### config.mk
export PLATFORM = sky130hd
export DESIGN_NAME = program_sequencer
export DESIGN_NICKNAME = d
export VERILOG_FILES = /design/src/program_sequencer_pkg.sv /design/src/phase_generator.sv /design/src/return_stack.sv /design/src/program_sequencer.sv
export SDC_FILE = /design/constraint.sdc
export NUM_CORES = 1
export LEC_CHECK = 0
export BUFFER_PORTS_ARGS = -buffer_cell sky130_fd_sc_hd__buf_2
export CAP_MARGIN = 20
export CORE_MARGIN = 4
export CORE_UTILIZATION = 35
export DETAILED_ROUTE_END_ITERATION = 8
export PLACE_DENSITY = 0.58
export RECOVER_POWER = 50
export SYNTH_ARGS = -nofsm -noshare
export SYNTH_HDL_FRONTEND = slang
export SYNTH_HIERARCHICAL = 1
export SYNTH_SLANG_ARGS = --single-unit
### constraint.sdc
create_clock -name clock -period 3.8 [get_ports clock]
set_input_delay 0 -clock clock [delete_from_list [all_inputs] [get_ports clock]]
set_output_delay 0 -clock clock [all_outputs]
set_load 0.01 [all_outputs]
### src/program_sequencer_pkg.sv
package program_sequencer_pkg;

	// ==========================================================
	// Widths
	localparam int ADDR_WIDTH  = 13;
	localparam int DATA_WIDTH  = 8;
	localparam int WORD_WIDTH  = 16;
	localparam int STACK_DEPTH = 8;
	localparam int PHASES      = 4;
	localparam int IRQ_COUNT   = 5;

	// ==========================================================
	// Register offsets in data space
	localparam logic [7:0] PC_LOW_OFFSET       = 8'h06;
	localparam logic [7:0] TABLE_LOW_OFFSET    = 8'h07;
	localparam logic [7:0] TABLE_RESULT_OFFSET = 8'h08;
	localparam logic [7:0] TABLE_HIGH_OFFSET   = 8'h1F;

	// ==========================================================
	// Fixed program addresses
	localparam logic [12:0] RESET_VECTOR  = 13'h0000;
	localparam logic [12:0] VECTOR_STRIDE = 13'h0004;
	localparam logic [12:0] VECTOR_BASE   = 13'h0004;
	localparam logic [4:0]  LAST_PAGE     = 5'h1F;

	// ==========================================================
	// Reset values
	localparam logic [7:0] TABLE_LOW_RESET    = 8'h00;
	localparam logic [4:0] TABLE_HIGH_RESET   = 5'h00;
	localparam logic [7:0] TABLE_RESULT_RESET = 8'h00;
	localparam logic [1:0] PHASE_RESET = 2'h0;
	localparam logic [1:0] PHASE_LAST  = 2'h3;

	// Commands that the decoder hands to the sequencer
	typedef enum logic [2:0] {
		OP_NEXT   = 3'h0,
		OP_SKIP   = 3'h1,
		OP_JUMP   = 3'h2,
		OP_CALL   = 3'h3,
		OP_SUB_RETURN = 3'h4,
		OP_INT_RETURN = 3'h5,
		OP_TABC   = 3'h6,
		OP_TABL   = 3'h7
	} op_type;

	typedef enum logic [1:0] {
		ST_FETCH = 2'b00,
		ST_EXEC  = 2'b01,
		ST_DUMMY = 2'b11
	} pipe_state_type;

endpackage

### src/phase_generator.sv
`timescale 1ns/1ps
module phase_generator
	import program_sequencer_pkg::*;
(
	input  wire logic       clock,  // System clock
	input  wire logic       resetn, // Sync reset, active low
	output logic [3:0]      phase,  // One-hot phase
	output logic            cycle_end // Last phase of cycle
);
	import program_sequencer_pkg::*;

	logic [1:0] count;

	// ==========================================================
	// Four non-overlapping phases
	always_ff @(posedge clock)
	begin
		if (!resetn)
			count <= PHASE_RESET;
		else
			count <= count + 2'h1;
	end

	always_ff @(posedge clock)
	begin
		if (!resetn)
		begin
			phase     <= 4'h1;
			cycle_end <= 1'b0;
		end
		else
		begin
			phase     <= 4'h1 << (count + 2'h1);
			cycle_end <= (count + 2'h1) == PHASE_LAST;
		end
	end
endmodule

### src/return_stack.sv
`timescale 1ns/1ps
module return_stack
	import program_sequencer_pkg::*;
#(
	parameter int DEPTH = STACK_DEPTH,
	parameter int WIDTH = ADDR_WIDTH
)(
	input  wire logic             clock,  // System clock
	input  wire logic             resetn, // Sync reset, active low
	input  wire logic             push,   // Push request
	input  wire logic             pop,    // Pop request
	input  wire logic [WIDTH-1:0] push_data, // Return address
	output logic      [WIDTH-1:0] top_data,  // Top entry, registered
	output logic                  full,      // All levels used
	output logic                  empty      // No levels used
);
	import program_sequencer_pkg::*;

	localparam int PW = $clog2(DEPTH + 1);
	localparam int IW = $clog2(DEPTH);

	// Circular array: overflow overwrites the oldest entry
	logic [WIDTH-1:0] entry [DEPTH];
	logic [IW-1:0]    head;
	logic [PW-1:0]    level;

	// ==========================================================
	// Storage, hidden from software
	always_ff @(posedge clock)
	begin
		if (push)
			entry[head] <= push_data;
	end

	always_ff @(posedge clock)
	begin
		if (!resetn)
		begin
			head  <= '0;
			level <= '0;
		end
		else if (push)
		begin
			head <= head + IW'(1);
			if (level != PW'(DEPTH))
				level <= level + PW'(1);
		end
		else if (pop && level != '0)
		begin
			head  <= head - IW'(1);
			level <= level - PW'(1);
		end
	end

	always_ff @(posedge clock)
	begin
		if (!resetn)
			top_data <= '0;
		else if (push)
			top_data <= push_data;
		else if (pop)
			top_data <= entry[head - IW'(2)];
	end

	assign full  = level == PW'(DEPTH);
	assign empty = level == '0;
endmodule

### src/program_sequencer.sv
`timescale 1ns/1ps
// Functional notes
// - Instruction cycle is four clock periods in four phases.
// - Fetch overlaps execute; PC-changing instructions take two cycles.
// - 13-bit program address increments after each fetch.
// - Reset loads program address zero.
// - External interrupt vectors to 004H when enabled and stack not full.
// - Timer 0 overflow vectors to 008H when enabled, stack not full.
// - Timer 1 overflow vectors to 00CH when enabled, stack not full.
// - Timer 2 overflow vectors to 010H when enabled, stack not full.
// - Timer 3 overflow vectors to 014H when enabled, stack not full.
// - True skip discards prefetch, inserts dummy cycle, address plus two.
// - Write to low PC byte replaces eight bits, keeps page.
// - Jump and call load all thirteen bits from instruction.
// - Returns restore address from stack top.
// - Current-page table read uses both pointers; low to data, high to result.
// - Last-page table read forces bits 12 to 8 to ones.
// - Table result register is read-only, written by table reads only.
// - Eight-entry return stack, invisible to software.
// - Calls and interrupt acknowledges push the return address.
// - Reset leaves the stack empty.
// - Interrupts with full stack stay pending until a return pops.
// - Call on full stack still pushes, losing the oldest entry.
// - Table low pointer at 07H, high pointer at 1FH, read/write.
module program_sequencer
	import program_sequencer_pkg::*;
(
	input  wire logic                   clock,     // 20 MHz system clock
	input  wire logic                   resetn,    // Sync reset, active low
	input  wire logic [WORD_WIDTH-1:0]  rom_data,  // Program ROM word
	output logic      [ADDR_WIDTH-1:0]  rom_addr,  // Program ROM address
	output logic      [WORD_WIDTH-1:0]  instr,     // Instruction to decoder
	output logic                        instr_valid, // Pulse, new instruction
	input  wire program_sequencer_pkg::op_type op, // Decoded command
	input  wire logic                   op_valid,  // Command in last phase
	input  wire logic                   skip_true, // Skip condition met
	input  wire logic [ADDR_WIDTH-1:0]  op_target, // Address field
	input  wire logic [IRQ_COUNT-1:0]   irq_req,   // Latched request flags
	input  wire logic [IRQ_COUNT-1:0]   irq_en,    // Per-source enables
	input  wire logic                   irq_global_en, // Master enable
	output logic      [IRQ_COUNT-1:0]   irq_ack,   // Pulse, source acked
	input  wire logic                   reg_wr,    // Data-space write
	input  wire logic [7:0]             reg_addr,  // Data-space address
	input  wire logic [DATA_WIDTH-1:0]  reg_wdata, // Write data
	output logic      [DATA_WIDTH-1:0]  reg_rdata, // Registered read data
	output logic      [DATA_WIDTH-1:0]  table_low_data, // Low table byte
	output logic                        table_low_valid, // Pulse
	output logic      [4:0]             phase_out  // Phase, cycle end msb
);
	import program_sequencer_pkg::*;

	logic [3:0]            phase;
	logic                  cycle_end;
	logic [ADDR_WIDTH-1:0] pc;
	logic [ADDR_WIDTH-1:0] next_pc;
	logic [7:0]            table_pointer_low;
	logic [4:0]            table_pointer_high;
	logic [7:0]            table_read_high_byte;
	logic                  dummy;
	logic                  table_pending;
	logic [ADDR_WIDTH-1:0] table_addr;
	logic                  stack_push;
	logic                  stack_pop;
	logic [ADDR_WIDTH-1:0] stack_top;
	logic                  stack_full;
	logic                  stack_empty;
	logic [IRQ_COUNT-1:0]  irq_live;
	logic [IRQ_COUNT-1:0]  irq_pick;
	logic                  irq_take;
	logic [ADDR_WIDTH-1:0] irq_vector;
	logic                  pc_write;
	logic                  redirect;

	phase_generator u_phase (
		.clock     (clock),
		.resetn    (resetn),
		.phase     (phase),
		.cycle_end (cycle_end)
	);

	return_stack #(
		.DEPTH (STACK_DEPTH),
		.WIDTH (ADDR_WIDTH)
	) u_stack (
		.clock     (clock),
		.resetn    (resetn),
		.push      (stack_push),
		.pop       (stack_pop),
		.push_data (pc),
		.top_data  (stack_top),
		.full      (stack_full),
		.empty     (stack_empty)
	);

	// ==========================================================
	// Interrupt selection
	// Full stack holds requests off; flags stay pending outside
	assign irq_live = irq_req & irq_en
		& {IRQ_COUNT{irq_global_en && !stack_full}};
	assign irq_pick = irq_live & (~irq_live + IRQ_COUNT'(1));
	// Only between instructions, never during a dummy or table cycle
	assign irq_take = cycle_end && |irq_pick && !dummy && !table_pending
		&& !(op_valid && op != OP_NEXT);

	always_comb
	begin
		irq_vector = RESET_VECTOR;
		for (int i = 0; i < IRQ_COUNT; i++)
		begin
			if (irq_pick[i])
				irq_vector = VECTOR_BASE
					+ ADDR_WIDTH'(i) * VECTOR_STRIDE;
		end
	end

	assign pc_write = reg_wr && reg_addr == PC_LOW_OFFSET && cycle_end;
	assign stack_push = irq_take
		|| (cycle_end && op_valid && op == OP_CALL && !dummy);
	assign stack_pop = cycle_end && op_valid && !dummy
		&& (op == OP_SUB_RETURN || op == OP_INT_RETURN);

	// ==========================================================
	// Next program address
	always_comb
	begin
		next_pc  = pc;
		redirect = 1'b0;
		if (cycle_end)
		begin
			next_pc = pc + ADDR_WIDTH'(1);
			if (irq_take)
			begin
				next_pc  = irq_vector;
				redirect = 1'b1;
			end
			else if (pc_write)
			begin
				next_pc  = {pc[12:8], reg_wdata};
				redirect = 1'b1;
			end
			else if (op_valid && !dummy)
			begin
				unique case (op)
					OP_SKIP:
						if (skip_true)
						begin
							// Prefetched word already counted once
							next_pc  = pc + ADDR_WIDTH'(1);
							redirect = 1'b1;
						end
					OP_JUMP, OP_CALL:
					begin
						next_pc  = op_target;
						redirect = 1'b1;
					end
					OP_SUB_RETURN, OP_INT_RETURN:
					begin
						next_pc  = stack_top;
						redirect = 1'b1;
					end
					OP_TABC, OP_TABL, OP_NEXT:
						next_pc = pc + ADDR_WIDTH'(1);
				endcase
			end
		end
	end

	always_ff @(posedge clock)
	begin
		if (!resetn)
			pc <= RESET_VECTOR;
		else if (cycle_end && !table_pending)
			pc <= next_pc;
	end

	// Dummy cycle after any control transfer, with prefetch discarded
	always_ff @(posedge clock)
	begin
		if (!resetn)
			dummy <= 1'b1;
		else if (cycle_end)
			dummy <= redirect;
	end

	// ==========================================================
	// Table read: one extra cycle with ROM on the table address
	always_ff @(posedge clock)
	begin
		if (!resetn)
		begin
			table_pending <= 1'b0;
			table_addr    <= RESET_VECTOR;
		end
		else if (cycle_end)
		begin
			table_pending <= !table_pending && op_valid && !dummy
				&& !irq_take && !pc_write
				&& (op == OP_TABC || op == OP_TABL);
			if (op == OP_TABL)
				table_addr <= {LAST_PAGE, table_pointer_low};
			else
				table_addr <= {table_pointer_high,
					table_pointer_low};
		end
	end

	// ==========================================================
	// ROM port and instruction register
	always_ff @(posedge clock)
	begin
		if (!resetn)
		begin
			rom_addr    <= RESET_VECTOR;
			instr       <= '0;
			instr_valid <= 1'b0;
		end
		else
		begin
			rom_addr    <= table_pending ? table_addr : pc;
			instr_valid <= cycle_end && !table_pending;
			if (cycle_end && !table_pending)
				instr <= rom_data;
		end
	end

	// ==========================================================
	// Data-space registers
	always_ff @(posedge clock)
	begin
		if (!resetn)
		begin
			table_pointer_low  <= TABLE_LOW_RESET;
			table_pointer_high <= TABLE_HIGH_RESET;
		end
		else if (reg_wr && reg_addr == TABLE_LOW_OFFSET)
			table_pointer_low <= reg_wdata;
		else if (reg_wr && reg_addr == TABLE_HIGH_OFFSET)
			table_pointer_high <= reg_wdata[4:0];
	end

	always_ff @(posedge clock)
	begin
		if (!resetn)
		begin
			table_read_high_byte <= TABLE_RESULT_RESET;
			table_low_data       <= '0;
			table_low_valid      <= 1'b0;
		end
		else
		begin
			table_low_valid <= table_pending && cycle_end;
			if (table_pending && cycle_end)
			begin
				table_read_high_byte <= rom_data[15:8];
				table_low_data       <= rom_data[7:0];
			end
		end
	end

	always_ff @(posedge clock)
	begin
		if (!resetn)
			reg_rdata <= '0;
		else
			unique case (reg_addr)
				PC_LOW_OFFSET:       reg_rdata <= pc[7:0];
				TABLE_LOW_OFFSET:    reg_rdata <= table_pointer_low;
				TABLE_RESULT_OFFSET: reg_rdata <= table_read_high_byte;
				TABLE_HIGH_OFFSET:   reg_rdata <= {3'h0, table_pointer_high};
				default:     reg_rdata <= '0;
			endcase
	end

	always_ff @(posedge clock)
	begin
		if (!resetn)
		begin
			irq_ack   <= '0;
			phase_out <= 5'h01;
		end
		else
		begin
			irq_ack   <= irq_take ? irq_pick : '0;
			phase_out <= {cycle_end, phase};
		end
	end
endmodule

### Word-level counts from Yosys, hierarchy flattened

Memories as Yosys holds them, arrays and structs flattened.
Cells that the tools add are included.

| operators by class | value |
|---|---|
| add/subtract/negate cells | 8 |
| eq/ne operators | 16 |
| shifts and indexed selects | 1 |
| muxes and demuxes | 26 |
| bitwise logic cells | 5 |
| reductions and logical operators | 48 |

Operators by type and width:

| kind | count |
|---|---|
| $mux W13 | 11 |
| $pmux W13 S3 | 1 |
| $pmux W8 S4 | 1 |
| $logic_and A1 B1 Y1 | 24 |
| $eq A8 B3 Y1 const B | 2 |
| $and A5 B5 Y5 | 3 |
| $add A13 B1 Y13 const B | 1 |
| $eq A3 B3 Y1 const B | 4 |
| $mux W4 | 3 |
| $mux W3 | 3 |
| $eq A8 B4 Y1 const B | 1 |
| $eq A8 B5 Y1 const B | 1 |
| $reduce_and A2 Y1 | 4 |
| $reduce_or A4 Y1 | 2 |
| $eq A3 B2 Y1 const B | 2 |
| $logic_not A1 Y1 | 6 |
| $mux W1 | 6 |
| $add A5 B1 Y5 const B | 1 |
| $not A5 Y5 | 1 |
| $reduce_or A5 Y1 | 1 |
| $add A4 B1 Y4 const B | 1 |
| $eq A4 B4 Y1 const B | 1 |
| $ne A4 B4 Y1 const B | 1 |
| $reduce_bool A2 Y1 | 2 |
| 18 further kinds | 21 |

| storage, ports and cells | value |
|---|---|
| bits in registers | 133 |
| memory bits (writable) | 104 |
| bits of input ports | 64 |
| output and inout port bits | 57 |
| logic and storage cells | 127 |
| memories | 1 |

Memory list:

| name | depth | width | read ports | clocked after memory_dff | wr ports | line | source |
|---|---|---|---|---|---|---|---|
| u_stack.entry | 8 | 13 | 1 | 0 | 1 | return_stack.sv:23 | `logic [WIDTH-1:0] entry [DEPTH];` |

### Longest topological paths before layout

| logic depth | value |
|---|---|
| depth in word-level cells | 16 |
| depth in mapped cells | 15 |
| mapped depth without buffers | 12 |

### Hierarchy

The synthesis kept the hierarchy.

Modules (own cells, without submodules):

| module | times used | cells each | area each (um2) | sequential area each (um2) |
|---|---|---|---|---|
| return_stack | 1 | 325 | 5094.9 | 3523.4 |
| program_sequencer | 1 | 536 | 4568.1 | 2122.0 |
| phase_generator | 1 | 17 | 224.0 | 140.1 |

### Least setup slack after synthesis

Ideal clock, no wire load.

| timing | value |
|---|---|
| path type | flip-flop to flip-flop |
| start point | register u_stack.level[0] |
| end point | register u_stack.level[3] |
| setup time | 0.115 ns |
| data arrival time | 3.210 ns |
| required time | 3.685 ns |
| setup slack | 0.476 ns |
| cell stages (with the launch flop) | 16 |
| buffers on the path | 3 |
| clock period less this slack | 3.324 ns |
| cell sequence | dfxtp_1 -> nor3_4 -> and2_2 -> nand2b_1 -> buf_1 -> a31oi_1 -> nand2_1 -> o31ai_1 -> buf_2 -> inv_2 -> clkbuf_1 -> ha_1 -> a21o_2 -> a21oi_1 -> mux4_2 -> and2_1 |

| between the ends | value |
|---|---|
| word-level cells in the longest chain between the ends | 15 |
| elaborated cells on any way between the ends | 24 |
| those cells by class | add/sub (3); eq/ne (3); mux (3); bitwise (3); reduce/logical (12) |

Ends and longest elaborated chain:

| item | line | source |
|---|---|---|
| start: declaration | return_stack.sv:25 | `logic [PW-1:0] level;` |
| start signal: assignment | return_stack.sv:46 | `level <= level + PW'(1);` |
| start signal: assignment | return_stack.sv:51 | `level <= level - PW'(1);` |
| $eq A4 B4 Y1 * | return_stack.sv:65 | `assign full = level == PW'(DEPTH);` |
| via stack_full | program_sequencer.sv:65 | `logic stack_full;` |
| $logic_not A1 Y1 * | program_sequencer.sv:99 | `& {IRQ_COUNT{irq_global_en && !stack_full}};` |
| $logic_and A1 B1 Y1 * | program_sequencer.sv:99 |  |
| $and A5 B5 Y5 * | program_sequencer.sv:99 |  |
| $not A5 Y5 | program_sequencer.sv:100 | `assign irq_pick = irq_live & (~irq_live + IRQ_COUNT'(1));` |
| $add A5 B1 Y5 | program_sequencer.sv:100 |  |
| $and A5 B5 Y5 * | program_sequencer.sv:100 |  |
| $reduce_or A5 Y1 * | program_sequencer.sv:102 | `assign irq_take = cycle_end && \|irq_pick && !dummy && !table_pending` |
| $logic_and A1 B1 Y1 * (3 in a row) | program_sequencer.sv:102 |  |
| $logic_and A1 B1 Y1 * | program_sequencer.sv:103 | `&& !(op_valid && op != OP_NEXT);` |
| $logic_or A1 B1 Y1 * | program_sequencer.sv:118 | `\|\| (cycle_end && op_valid && op == OP_CALL && !dummy);` |
| via stack_push | program_sequencer.sv:62 | `logic stack_push;` |
| $ne A2 B1 Y1 (no line) / $reduce_bool A2 Y1 (equally long branches) | -- |  |
| $reduce_and A2 Y1 (no line) | -- |  |

Mark *: on every way through the listed nets, which the timed path passes. The rest lies on a longest branch. The select of a mux whose other input is x is not followed.
A chain may end at the register's enable or synchronous reset.

### Final worst setup path

Same ends and word-level chain as after synthesis.

==> results by group <==
Outcome
  • Status: complete, but fails checks
  • Failing checks: max-capacitance violations, max-slew violations

Floorplan
  • Rows: 61
  • Die area: 31000 um^2
  • Core area: 27900 um^2
  • Die Wd: 176 um
  • Starting Density: 35.5%
  • I/O Pins: 121
  • Die Ht: 176 um

CTS
  • Htree depth: 1
  • Root Buffer Master: clkbuf_16
  • Bufs on Longest Clock Path: 3
  • TritonCTS clock tree: yes
  • Worst-Skew Late Latency: 0.53 ns
  • Clock Sinks: 237
  • TritonCTS Buffers: 25
  • Reg clk slew, reported paths: 0.06 ns

Synth
  • Cells after Synth: 878
  • EDFF count, synth: 104
  • Synth Cell Area: 9890 um^2
  • Post-synth cell types: 74
  • Synth Net Count: 956
  • Seq/Total Area, Yosys: 58.5%
  • Syn Area/Cell: 11.3 um^2
  • YS warnings: 6
  • Yosys reg bits: 237
  • Synth async-reset ratio: 0%
  • Main synth FF type: dfxtp_1

Drt
  • Average wire per standard cell: 19.0 um
  • Vias: 7472
  • Via density per instance: 5.20
  • Final antenna-violating net count: 0
  • DR pass1 iterations: 5
  • Detailed-route DRC error count: 0
  • First DRT Iteration DRCs: 552
  • Post-Route WL: 27.3 mm

STA
  • Minimum clock period: 3.37 ns
  • Hold slack: 0.0222 ns
  • Hold Vio Cnt, Final: 0
  • Post-route clock period utilization: 88.7%
  • F_max: 297 MHz
  • Worst Skew: 0.0134 ns
  • Slew Viols, Final: 48
  • Slew @ Worst Pin: 1.55 ns
  • Setup_tns: 0 ns
  • Relative slew slack: -3.41%
  • RSZ-0062 raised after global routing: false
  • Setup Viol. Count Final: 0

Layout
  • Layout area overhead: 21.9%
  • Share of layout cells above drive strength 1: 12.4%
  • Antenna Cells: 0
  • Layout Nets: 1117
  • Final non-filler cell area: 12100 um^2
  • Core Util, Final: 43.3%

Job
  • Max-cap viol count: 1

Placement
  • Gpl congestion: 0.853
  • I/O Buffers: 120
  • Dpl hpwl: 18.6 mm
  • Placed Area: 10800 um^2

GRT
  • First-pass GRT wire length: 42.3 mm
  • Vias in the first global route: 7437
  • Antenna violations before repair: 0
  • Grt ovf: 0
  • Pin count of the biggest net entering global routing: 48
  • All-Layer GR Usage: 17.1%

Worst setup path
  • Startpoint Class: flip-flop
  • Worst setup EP type: flip-flop
  • Required @ worst endpoint: 4.22 ns
  • Max FO, Critical Path: 20
  • Setup CP Type: reg2reg
  • Critical Path AT: 3.79 ns
  • Cell count of the worst reg-to-reg path: 12
  • Internal reg-to-reg setup slack: 0.43 ns

Power
  • Pwr dens: 442 nW/um^2
  • Post-layout power: 5330 uW
  • Peak supply drop: 281 uV
  • Leak: 0.00413 uW

Worst hold path
  • Worst Hold Depth: 4
  • Hold Path Class: in2reg
## registers in the layout, indices dropped and copies added, names as in the netlist
register              count
u_stack/entry           104
instr                    16
pc                       13
rom_addr                 13
table_addr               13
u_stack/top_data         13
reg_rdata                 8
table_low_data            8
table_pointer_low         8
table_read_high_byte      8
irq_ack                   5
phase_out                 5
table_pointer_high        5
u_phase/phase             4
u_stack/level             4
u_stack/head              3
u_phase/count             2
dummy                     1
instr_valid               1
table_low_valid           1
table_pending             1
u_phase/cycle_end         1
## cells by family after synthesis
| logic type | share of synthesized area (%) |
|---|---|
| DFF | 58.5 |
| and+or+nand+nor | 13.4 |
| muxes | 8.05 |
| AOI/OAI and AO/OA | 13.5 |
| buffers and inverters | 3.68 |
| adders and majority gates | 1.92 |
| xor gates and xnor gates | 0.975 |
## critical path, stage by stage (launching register included)
cell and delay [ns]:
dfxtp_1 0.50, nor3_4 0.09, and2_2 0.19, nand2b_1 0.26, a31oi_1 0.46, nand2_1 0.20, o31ai_2 0.15, inv_2 0.23
ha_1 0.34, a21o_2 0.21, a21oi_1 0.16, mux4_2 0.30, and2_1 0.17
## synth_stat cells, drive strengths merged (7+ instances only)
master | count | area [um^2]
inv | 15 | 56.3
xnor2 | 8 | 70.1
a22oi | 48 | 365
dfxtp | 133 | 2660
nand2b | 11 | 76.3
o22ai | 19 | 119
mux2i | 72 | 721
edfxtp | 104 | 3120
nand2 | 119 | 447
a21oi | 72 | 360
nor2b | 7 | 43.8
and2 | 14 | 88.8
and3 | 22 | 138
nor2 | 49 | 184
buf | 23 | 184
nor3 | 8 | 61.3
nand3 | 21 | 105
ha | 12 | 150
o21ai | 12 | 60.1
clkbuf | 31 | 116
## report_power, final
part / leakage, uW / switching (uW) / total [uW] / internal, uW
sequential: 0.00203 / 17.8 / 2680 / 2660
combinational: 0.00170 / 133 / 234 / 101
clock: 0.000403 / 1010 / 2410 / 1400
## through the flow
stage / setup slack, ns / cells
after floorplan: 0.476 / 878
after global placement: 0.535 / 1337
after detailed placement: 0.435 / 1337
after CTS: 0.431 / 1435
after global routing: 0.0989 / 1436
final: 0.430 / 1436
## cells in the final DEF (no fill, tap or decap), drive strengths merged, types with 4 or more instances in the layout
| cell type | n |
|---|---|
| clkbuf | 97 |
| o32ai | 5 |
| buf | 73 |
| o21ai | 12 |
| xnor2 | 8 |
| nor2b | 7 |
| a22o | 4 |
| dlygate4sd3 | 52 |
| o31ai | 4 |
| nand3 | 21 |
| mux2i | 72 |
| nand2b | 11 |
| a21oi | 72 |
| o22ai | 19 |
| nor2 | 49 |
| edfxtp | 104 |
| a22oi | 48 |
| and2 | 14 |
| clkinv | 11 |
| ha | 12 |
| a31oi | 4 |
| and3 | 22 |
| nand2 | 119 |
| inv | 17 |
| dfxtp | 133 |
| o221a | 5 |
| nor3 | 8 |
| nand4 | 4 |
## cell type report
| type | count | area, um^2 |
|---|---|---|
| timing repair buffer | 188 | 1170 |
| inverter | 17 | 63.8 |
| clock inverter | 12 | 100 |
| tap | 378 | 473 |
| sequential | 237 | 5790 |
| fill | 2696 | 15800 |
| clock buffer | 34 | 721 |
| multi-input combinational | 570 | 3740 |
## layer usage
metal,share of wire (%),track usage [%],up-vias
li1,-,-,3548
met1,43,22.6,3616
met2,48,28.6,264
met3,6.4,3.36,44
met4,2.7,5.30,0
met5,0,0,-
## worst paths after layout
check | from | endpoint
setup / recovery | u_stack/level[0]$_SDFFE_PN0P_ | u_stack/level[3]$_SDFFE_PN0P_
hold / removal | irq_req[0] | pc[3]$_SDFFE_PN0P_
setup reg to reg | u_stack/level[0]$_SDFFE_PN0P_ | u_stack/level[3]$_SDFFE_PN0P_
hold reg to reg | u_phase/phase[0]$_SDFF_PN1_ | phase_out[0]$_SDFF_PN1_
## repair_timing
| action | CTS | global route |
|---|---|---|
| gates resized for setup | 0 | 0 |
| setup buffers | 0 | 0 |
| endpoints found under the hold margin | 69 | 0 |
| hold buffers | 52 | 0 |
No activity file was read; power rests on OpenSTA's default activity.
